`src/hw/bsnl_line_map.vh`:
```
// Purpose: constants for the per-line bit stuffing and NRZI line logic
// Assumes: one line serviced per gated bit service; registers one word wide
// Notes: state codes are the primary line state values of the scanner
// Summary of operation
// - turnaround delays end tag until zero shifted
// - empty field next service drops RTS, sets monitor
// - delete inserted zeros in data receive states
// - detect flags in receive and monitor states
// - seven ones in data receive is abort
// - insert zero after five ones unless disabled
// - count ones when counter nonzero and one seen
// - increment at seven wraps to zero, abort
// - transmit zero bit loads counter with one
// - plain receive zero loads counter with one
// - NRZI receive level change loads counter one
// - new zero-insert disable flag loads counter one
// - NRZI clear holds last line state one
// - NRZI transmit last state follows sent level
// - waiting for CTS sends mark, state one
// - CTS active: state one, data sent as plain level
// - NRZI receive last state follows received level
// - turnaround to monitor on CTS sets state one
// - software writes NRZI bit; NRZI transmit
// - NRZI transmit inverts send buffer on zero
// - NRZI clear means plain level coding
// - disable flag forces ones counter to one
`ifndef BSNL_LINE_MAP_VH
`define BSNL_LINE_MAP_VH
`define BSNL_LINES 16
`define BSNL_LW 4
`define BSNL_ST_MON_DSR 4'h4
`define BSNL_ST_MON_FLAG 4'h5
`define BSNL_ST_RX_DATA 4'h6
`define BSNL_ST_RX_ADDR 4'h7
`define BSNL_ST_TX_WAIT_CTS 4'h8
`define BSNL_ST_TX_DATA 4'h9
`define BSNL_ST_TX_A 4'hA
`define BSNL_ST_TX_TURN 4'hC
`define BSNL_ST_TX_D 4'hD
`define BSNL_FIELD_BITS 10
`define BSNL_ONES_RESET 3'h1
`define BSNL_CW_RESET 8'h09
`define BSNL_ONES_MAX 3'h7
`define BSNL_ONES_STUFF 3'h6
`define BSNL_ONES_FLAG 3'h7
`define BSNL_REG_STATE 4'h0
`define BSNL_REG_NRZI 4'h1
`define BSNL_REG_LLS 4'h2
`define BSNL_REG_LINE 4'h3
`define BSNL_REG_FIELD 4'h4
`define BSNL_REG_STATUS 4'h5
`define BSNL_REG_ZIDIS 4'h6
`define BSNL_CW_ONES_LSB 0
`define BSNL_CW_LLS 3
`define BSNL_CW_NRZI 4
`define BSNL_CW_ZID 5
`define BSNL_CW_TAGDLY 6
`define BSNL_CW_PEND 7
`define BSNL_CW_W 8
`endif

```
`src/hw/bsnl_sync2.v`:
```
// Purpose: two flip-flop release of the asynchronous reset
// Assumes: reset_n active low
// Notes: assertion is immediate, release takes two edges
`timescale 1ns/1ps
module bsnl_sync2 (
  input wire clock,
  input wire reset_n,
  output reg rst_n_ff
);
  reg meta_ff;
  always @(posedge clock or negedge reset_n) begin
    if (!reset_n) begin
      meta_ff <= 1'b0;
      rst_n_ff <= 1'b0;
    end else begin
      meta_ff <= 1'b1;
      rst_n_ff <= meta_ff;
    end
  end
endmodule

```
`src/hw/bsnl_line_logic.v`:
```
// Purpose: ones counter and last line state logic for a bit-oriented link
// Assumes: one line serviced per bit service pulse; inputs synchronous
// Notes: per-line state sits in a control word array, read-modify-write
`timescale 1ns/1ps
`include "bsnl_line_map.vh"
module bsnl_line_logic (
  // Clock and reset
  input wire clock,
  input wire reset_n,
  // Register port
  input wire [3:0] reg_addr,
  input wire [15:0] reg_wdata,
  input wire reg_wr,
  input wire reg_rd,
  output reg [15:0] reg_rdata_ff,
  // Bit service from the scanner
  input wire svc,
  input wire [3:0] svc_line,
  input wire [3:0] primary_line_state,
  input wire rx_bit,
  input wire tx_data_bit,
  input wire field_last_zero,
  input wire field_empty,
  input wire cts,
  input wire zero_insert_ctl,
  // Line interface side
  output reg line_tx_ff,
  output reg rts_ff,
  output reg xmt_mode_ff,
  output reg rx_data_ff,
  output reg rx_valid_ff,
  output reg stuff_ff,
  output reg flag_det_ff,
  output reg abort_det_ff,
  output reg tag_ff,
  output reg [3:0] new_state_ff,
  output reg state_wr_ff,
  output reg l2_pend_ff,
  output reg tx_shift_ff
);
  wire rst_n;
  bsnl_sync2 u_rst (
    .clock(clock),
    .reset_n(reset_n),
    .rst_n_ff(rst_n)
  );

  reg [`BSNL_CW_W-1:0] per_line_control_word [0:`BSNL_LINES-1];
  reg [3:0] line_sel_ff;
  reg [15:0] pend_ff;
  integer i;

  wire [`BSNL_CW_W-1:0] cw = per_line_control_word[svc_line];
  wire [2:0] ones = cw[`BSNL_CW_ONES_LSB+2:`BSNL_CW_ONES_LSB];
  wire lls = cw[`BSNL_CW_LLS];
  wire nrzi = cw[`BSNL_CW_NRZI];
  wire zid_old = cw[`BSNL_CW_ZID];
  wire tag_dly = cw[`BSNL_CW_TAGDLY];
  wire [3:0] st = primary_line_state;
  wire is_rx_data = (st == `BSNL_ST_RX_DATA) || (st == `BSNL_ST_RX_ADDR);
  wire is_rx_mon = is_rx_data || (st == `BSNL_ST_MON_DSR) || (st == `BSNL_ST_MON_FLAG);
  wire is_tx = (st == `BSNL_ST_TX_WAIT_CTS) || (st == `BSNL_ST_TX_DATA) ||
    (st == `BSNL_ST_TX_A) || (st == `BSNL_ST_TX_TURN) || (st == `BSNL_ST_TX_D);
  wire nrzi_tx_state = is_tx && (st != `BSNL_ST_TX_WAIT_CTS);

  reg [2:0] nxt_ones;
  reg nxt_lls;
  reg nxt_zid;
  reg nxt_tagdly;
  reg rx_one;
  reg tx_bit;
  reg send_level;
  reg do_stuff;
  reg nxt_flag;
  reg nxt_abort;
  reg nxt_tag;
  reg nxt_del;

  always @* begin
    nxt_ones = ones;
    nxt_lls = lls;
    nxt_zid = zid_old;
    nxt_tagdly = tag_dly;
    do_stuff = 1'b0;
    nxt_flag = 1'b0;
    nxt_abort = 1'b0;
    nxt_tag = 1'b0;
    nxt_del = 1'b0;
    tx_bit = tx_data_bit;
    send_level = line_tx_ff;
    // Receive data decoded by exclusive NOR with last line state
    rx_one = ~(rx_bit ^ lls);
    if (is_tx) begin
      nxt_zid = zero_insert_ctl;
      // Stuffed zero takes the bit slot after five ones
      if (!nxt_zid && ones == `BSNL_ONES_STUFF) begin
        do_stuff = 1'b1;
        tx_bit = 1'b0;
      end
      if (st == `BSNL_ST_TX_WAIT_CTS && !cts) begin
        send_level = 1'b1;
        nxt_lls = 1'b1;
      end else if (nrzi && nrzi_tx_state) begin
        send_level = tx_bit ? lls : ~lls;
        nxt_lls = send_level;
      end else begin
        send_level = tx_bit;
        nxt_lls = 1'b1;
      end
      if (nxt_zid) begin
        nxt_ones = `BSNL_ONES_RESET;
      end else if (!tx_bit) begin
        nxt_ones = `BSNL_ONES_RESET;
      end else if (ones != 3'h0) begin
        nxt_ones = (ones == `BSNL_ONES_MAX) ? 3'h0 : ones + 3'h1;
      end
      // Turnaround waits for zero into last field position, then empty
      if (st == `BSNL_ST_TX_TURN) begin
        if (tag_dly && field_empty) begin
          nxt_tag = 1'b1;
          nxt_tagdly = 1'b0;
        end else if (field_last_zero) begin
          nxt_tagdly = 1'b1;
        end
      end else begin
        nxt_tagdly = 1'b0;
      end
    end else if (is_rx_mon) begin
      nxt_tagdly = 1'b0;
      if (nrzi) begin
        if (rx_bit != lls) begin
          nxt_ones = `BSNL_ONES_RESET;
        end else if (ones != 3'h0) begin
          nxt_ones = (ones == `BSNL_ONES_MAX) ? 3'h0 : ones + 3'h1;
        end
        nxt_lls = rx_bit;
      end else begin
        if (!rx_bit) begin
          nxt_ones = `BSNL_ONES_RESET;
        end else if (ones != 3'h0) begin
          nxt_ones = (ones == `BSNL_ONES_MAX) ? 3'h0 : ones + 3'h1;
        end
        nxt_lls = 1'b1;
      end
      // Zero after six ones closes a flag
      if (!rx_one && ones == `BSNL_ONES_FLAG) begin
        nxt_flag = 1'b1;
      end
      if (is_rx_data) begin
        if (!rx_one && ones == `BSNL_ONES_STUFF) begin
          nxt_del = 1'b1;
        end
        if (rx_one && ones == `BSNL_ONES_MAX) begin
          nxt_abort = 1'b1;
        end
      end
    end
    if (!nrzi) begin
      nxt_lls = 1'b1;
    end
  end

  always @(posedge clock or negedge rst_n) begin
    if (!rst_n) begin
      for (i = 0; i < `BSNL_LINES; i = i + 1) begin
        per_line_control_word[i] <= `BSNL_CW_RESET;
      end
      pend_ff <= 16'h0000;
      line_sel_ff <= 4'h0;
      reg_rdata_ff <= 16'h0000;
      line_tx_ff <= 1'b1;
      rts_ff <= 1'b0;
      xmt_mode_ff <= 1'b0;
      rx_data_ff <= 1'b0;
      rx_valid_ff <= 1'b0;
      stuff_ff <= 1'b0;
      flag_det_ff <= 1'b0;
      abort_det_ff <= 1'b0;
      tag_ff <= 1'b0;
      new_state_ff <= 4'h0;
      state_wr_ff <= 1'b0;
      l2_pend_ff <= 1'b0;
      tx_shift_ff <= 1'b0;
    end else begin
      rx_valid_ff <= 1'b0;
      stuff_ff <= 1'b0;
      flag_det_ff <= 1'b0;
      abort_det_ff <= 1'b0;
      tag_ff <= 1'b0;
      state_wr_ff <= 1'b0;
      tx_shift_ff <= 1'b0;
      if (svc) begin
        per_line_control_word[svc_line] <=
          {pend_ff[svc_line] | nxt_tag, nxt_tagdly, nxt_zid, nrzi, nxt_lls, nxt_ones};
        if (is_tx) begin
          line_tx_ff <= send_level;
          tx_shift_ff <= ~do_stuff;
          stuff_ff <= do_stuff;
          rts_ff <= ~nxt_tag;
          xmt_mode_ff <= ~nxt_tag;
        end
        if (is_rx_mon) begin
          rx_data_ff <= rx_one;
          rx_valid_ff <= is_rx_data & ~nxt_del;
          flag_det_ff <= nxt_flag;
          abort_det_ff <= nxt_abort;
        end
        if (nxt_tag) begin
          tag_ff <= 1'b1;
          rts_ff <= 1'b0;
          xmt_mode_ff <= 1'b0;
          new_state_ff <= `BSNL_ST_MON_FLAG;
          state_wr_ff <= 1'b1;
          l2_pend_ff <= 1'b1;
        end else if (st == `BSNL_ST_TX_TURN && cts && !tag_dly && !field_last_zero
                     && field_empty) begin
          // CTS moves turnaround straight to monitor flag
          per_line_control_word[svc_line][`BSNL_CW_LLS] <= 1'b1;
          new_state_ff <= `BSNL_ST_MON_FLAG;
          state_wr_ff <= 1'b1;
        end
        if (nxt_tag) begin
          pend_ff[svc_line] <= 1'b1;
        end
      end
      if (reg_wr) begin
        if (reg_addr == `BSNL_REG_LINE) begin
          line_sel_ff <= reg_wdata[3:0];
        end else if (reg_addr == `BSNL_REG_NRZI && !(svc && svc_line == line_sel_ff)) begin
          per_line_control_word[line_sel_ff][`BSNL_CW_NRZI] <= reg_wdata[0];
        end else if (reg_addr == `BSNL_REG_LLS && !(svc && svc_line == line_sel_ff)) begin
          per_line_control_word[line_sel_ff][`BSNL_CW_LLS] <= reg_wdata[0];
        end else if (reg_addr == `BSNL_REG_STATUS) begin
          // Hardware set wins over clear in the same cycle
          if (reg_wdata[0] && !(svc && nxt_tag && svc_line == line_sel_ff)) begin
            pend_ff[line_sel_ff] <= 1'b0;
          end
        end
      end
      if (reg_wr && reg_addr == `BSNL_REG_STATUS) begin
        l2_pend_ff <= (svc && nxt_tag) | (|(pend_ff & ~({15'h0000, reg_wdata[0]} << line_sel_ff)));
      end else if (!(svc && nxt_tag)) begin
        l2_pend_ff <= |pend_ff;
      end
      if (reg_rd) begin
        if (reg_addr == `BSNL_REG_LINE) begin
          reg_rdata_ff <= {12'h000, line_sel_ff};
        end else if (reg_addr == `BSNL_REG_STATE) begin
          reg_rdata_ff <= {8'h00, per_line_control_word[line_sel_ff]};
        end else if (reg_addr == `BSNL_REG_NRZI) begin
          reg_rdata_ff <= {15'h0000, per_line_control_word[line_sel_ff][`BSNL_CW_NRZI]};
        end else if (reg_addr == `BSNL_REG_LLS) begin
          reg_rdata_ff <= {15'h0000, per_line_control_word[line_sel_ff][`BSNL_CW_LLS]};
        end else if (reg_addr == `BSNL_REG_STATUS) begin
          reg_rdata_ff <= pend_ff;
        end else begin
          reg_rdata_ff <= 16'h0000;
        end
      end else begin
        reg_rdata_ff <= 16'h0000;
      end
    end
  end
endmodule

```
`config.mk`:
```
export PLATFORM = sky130hd
export DESIGN_NAME = bsnl_line_logic
export DESIGN_NICKNAME = d
export VERILOG_FILES = /design/src/hw/bsnl_sync2.v /design/src/hw/bsnl_line_logic.v
export VERILOG_INCLUDE_DIRS = /design/src /design/src/hw
export SDC_FILE = /design/constraint.sdc
export NUM_CORES = 1
export LEC_CHECK = 0
export BUFFER_PORTS_ARGS = -buffer_cell sky130_fd_sc_hd__buf_4
export CORE_MARGIN = 3
export CORE_UTILIZATION = 55
export DETAILED_ROUTE_END_ITERATION = 6
export GPL_ROUTABILITY_DRIVEN = 1
export PLACE_DENSITY = 0.86
export SLEW_MARGIN = 20
export SYNTH_ARGS = -nofsm -noshare
export SYNTH_HDL_FRONTEND = slang
export SYNTH_SLANG_ARGS = --single-unit
```
`constraint.sdc`:
```
create_clock -name clock -period 7.71 [get_ports clock]
set_clock_uncertainty 0.1 [all_clocks]
set_input_delay 0.771 -clock clock [delete_from_list [all_inputs] [get_ports clock]]
set_output_delay 0.771 -clock clock [all_outputs]
set_load 0.05 [all_outputs]
```
==> out/metrics.yaml <==
status:
  status: "finished, violations left"
  violations: "design-rule violations"
synthesis:
  synth-edff-count: 0
  synth.distinct_cells: 69
  syn_area_per_cell_um2: 10.88
  ys_seq_area_frac: 0.4515
  ys_ff_latch: 178
  synth-async-reset-ratio: 1.000
  synthFlopType: "dfrtp_1"
  synth_area_um2: 9957
  ys_warn_count: 0
  syn_inst: 915
placement:
  placed_area_um2: 10480
  dp.final_hpwl_mm: 19.11
  io_buffers: 56
  dp.cells: 1149
  place_congestion: 0.9578
pwr:
  ir_drop_mv: 0.1784
  leakage_nw: 4.613
  clkPwrFrac: 0.296
  comb_power_share: 0.277
  p_switching_mw: 1.007
  power_density_nw_per_um2: 274.3
  power.share.switching: 0.3302
  p_int_mw: 2.043
  p_seq_frac: 0.428
clock_network:
  cts_tree: "yes"
  clk-insertion-delay-late_ps: 450
  htree_levels: 4
  clk_pin_slew_ps: 70
  cts_buffer_depth: 2
  cts_made_buffers: 17
  cts_num_sinks: 178
  cts-root-buf: "clkbuf_16"
worst_setup_path:
  critPathMaxFanout: 34
  critPathTopFamily: "simple AND/OR/NAND/NOR gates"
  critPathBufInv: 1
  cp.arrival_ps: 4680
  crit_required_ps: 7940
  cpPeakStageDelay_ps: 660
  cp_cell_sequence: "buf_4, mux4_1, mux4_2, ha_1, nor3b_1, and3_1, nor4b_1, o221ai_1, nor2_2, a21oi_1"
  crit_type: "in2reg"
  ff2ff_path_depth: 9
  slowest_stage: "mux4_1"
  startpoint_type: "primary input"
  end_kind: "flip-flop"
  worstSetupPathDepth: 10
routing:
  num_vias: 8358
  finalWirelength_mm: 29.55
  antenna_left: 0
  viasPerCell: 7.065
  drc: 1
  wire_per_inst_um: 24.98
  dr.pass1.iters: 7
  drt_iter0_markers: 1392
global_routing:
  overflow: 0
  antenna_found_initial: 0
  grt_first_pass_wirelength_mm: 45.94
  grt_max_degree: 80
  track_usage: 0.3017
  grt_pass1_vias: 8216
cells_and_area:
  fin_cells: 1183
  n_fill_cell: 1277
  seq_area_um2: 4502
  antenna_cells: 0
  multi_input_area_um2: 5087
  finish.instance_area_um2: 11120
  fin_nets: 988
  drive_above_1_share: 0.2724
  syn_to_final_growth_pct: 11.67
die:
  die_y_um: 140.6
  die_w_um: 140.6
  initial_core_util: 0.5678
  coreArea_um2: 17540
  num_rows: 48
  die_area_um2: 19750
  ios: 71
sta:
  tightest_slew_ps: 1169
  max_freq_mhz: 225.0
  drv_slew: 0
  setup_viol_count_final: 0
  slew_headroom: 0.2145
  rsz0062_at_grt: "no"
  post-route-period-util: 0.5766
  timing.final.hold_violations: 0
  fin_crit_ps: 4445
  tns_ps: 0
run:
  cap_viol_max_count: 0
min_path:
  hold_path.class: "reg2async"
-- worst register-to-register path, delay by kind of cell (launching register included) --
family                     cells  cell delay, ps
adders and majority gates      1             260
and+or+nand+nor                4            1510
AOI/OAI and AO/OA              2             410
DFF                            1             390
muxes                          2            1100
-- synthesized netlist by cell type, types with 4 or more instances --
cell type	instances	area (um2)
a211oi_1	5	37.54
a21oi_1	89	445.4
a221oi_1	7	61.31
a22oi_1	21	157.7
a31oi_1	5	31.28
a41oi_1	4	35.03
and3_1	16	100.1
buf_1	6	22.52
buf_2	12	60.06
buf_4	13	97.59
buf_6	7	78.83
clkbuf_1	31	116.4
dfrtp_1	145	3628
dfstp_2	33	867.1
ha_1	4	50.05
inv_1	8	30.03
mux2_2	24	270.3
mux2i_1	16	160.2
mux4_1	8	210.2
mux4_2	59	1329
nand2_1	77	289.0
nand2b_1	9	56.30
nand3_1	25	125.1
nand4_1	6	37.54
nor2_1	96	360.4
nor2b_1	16	100.1
nor3_1	22	110.1
nor3b_1	4	30.03
nor4_1	7	43.79
o21ai_0	51	255.2
o21ai_2	8	70.07
o22ai_1	6	37.54
o31ai_1	12	90.09
or3_1	6	37.54
-- layer usage --
metal  vias up  wire length, um  GRT usage
met5         -                0          0
met2       645            13710     0.4655
li1       3479                -          -
met4         0             1878     0.1678
met3       188             3270    0.07887
met1      4046            10690     0.3897
-- stage by stage --
| step | worst slack, ps | total power, mW | hold slack [ps] | util |
|---|---|---|---|---|
| floorplan | 2340 | 1.899 | 231.2 | - |
| global placement | 2962 | 2.076 | 238.1 | 0.5971 |
| detailed placement | 2969 | 2.125 | 235.5 | 0.5974 |
| CTS | 3347 | 3.032 | 250.9 | 0.6326 |
| global route | 3104 | 3.169 | 251.2 | 0.6341 |
| finish | 3265 | 3.051 | 220.0 | 0.6341 |
-- logic make-up (layout without fill, tap and decap cells) --
kind of cell    count (synthesis)  count (layout)  share of synthesized area
mux                           109             109                     0.2014
flops                         178             178                     0.4515
fa+ha+maj                       4               4                   0.005027
compound gates                235             235                     0.1505
buf+inv                        78             120                    0.04109
simple gates                  303             303                     0.1444
xor+xnor                        6               6                   0.005279
other cells                     2               3                  0.0007542
-- final timing paths --
| path | start | end | slack (ps) |
|---|---|---|---|
| min reg2reg | u_rst.rst_n_ff$_DFF_PN0_ | asynchronous set/reset pin | 220 |
| max in group asynchronous | u_rst.rst_n_ff$_DFF_PN0_ | line_sel_ff[1]$_DFFE_PN0P_ | 5880 |
| min in group clock | u_rst.meta_ff$_DFF_PN0_ | u_rst.rst_n_ff$_DFF_PN0_ | 250 |
| max reg2reg | flip-flop | flip-flop | 3830 |
| max | svc_line[0] | flip-flop | 3260 |
| min | u_rst.rst_n_ff$_DFF_PN0_ | asynchronous set/reset pin | 220 |
-- power by group through the flow --
stage | logic [mW] | clock network (mW) | registers [mW]
floorplan | 0.621 | 0 | 1.28
global placement | 0.785 | 0 | 1.29
detailed placement | 0.816 | 0 | 1.31
CTS | 0.826 | 0.908 | 1.30
global route | 0.899 | 0.950 | 1.32
finish | 0.844 | 0.902 | 1.30
-- final cells by class --
| type | instances | area share |
|---|---|---|
| Clock buffer | 18 | 0.03860 |
| Clock inverter | 14 | 0.01598 |
| Sequential cell | 178 | 0.4049 |
| Timing Repair Buffer | 79 | 0.05469 |
| Tap cell | 225 | 0.02532 |
| Multi-Input combinational cell | 660 | 0.4575 |
| Inverter | 9 | 0.003038 |
-- cells in the final DEF, fill, tap and decap left out, types with 9 or more instances in the layout --
cell type / instances
clkbuf_16: 17
mux2i_1: 16
nand2_1: 77
o21ai_0: 51
dfstp_2: 33
nor2b_1: 16
a21oi_1: 89
nor3_1: 19
nand3_1: 25
nand2b_1: 9
buf_4: 77
dfrtp_1: 142
o31ai_1: 12
mux4_2: 59
mux2_2: 24
and3_1: 16
nor2_1: 94
a22oi_1: 21
-- repair_timing --
action,4_1_cts,5_1_grt
endpoints found under the hold margin,2,0
hold buffers,1,0
setup buffers,0,0
gates resized for setup,0,0
(Power assumes the default switching activity.)
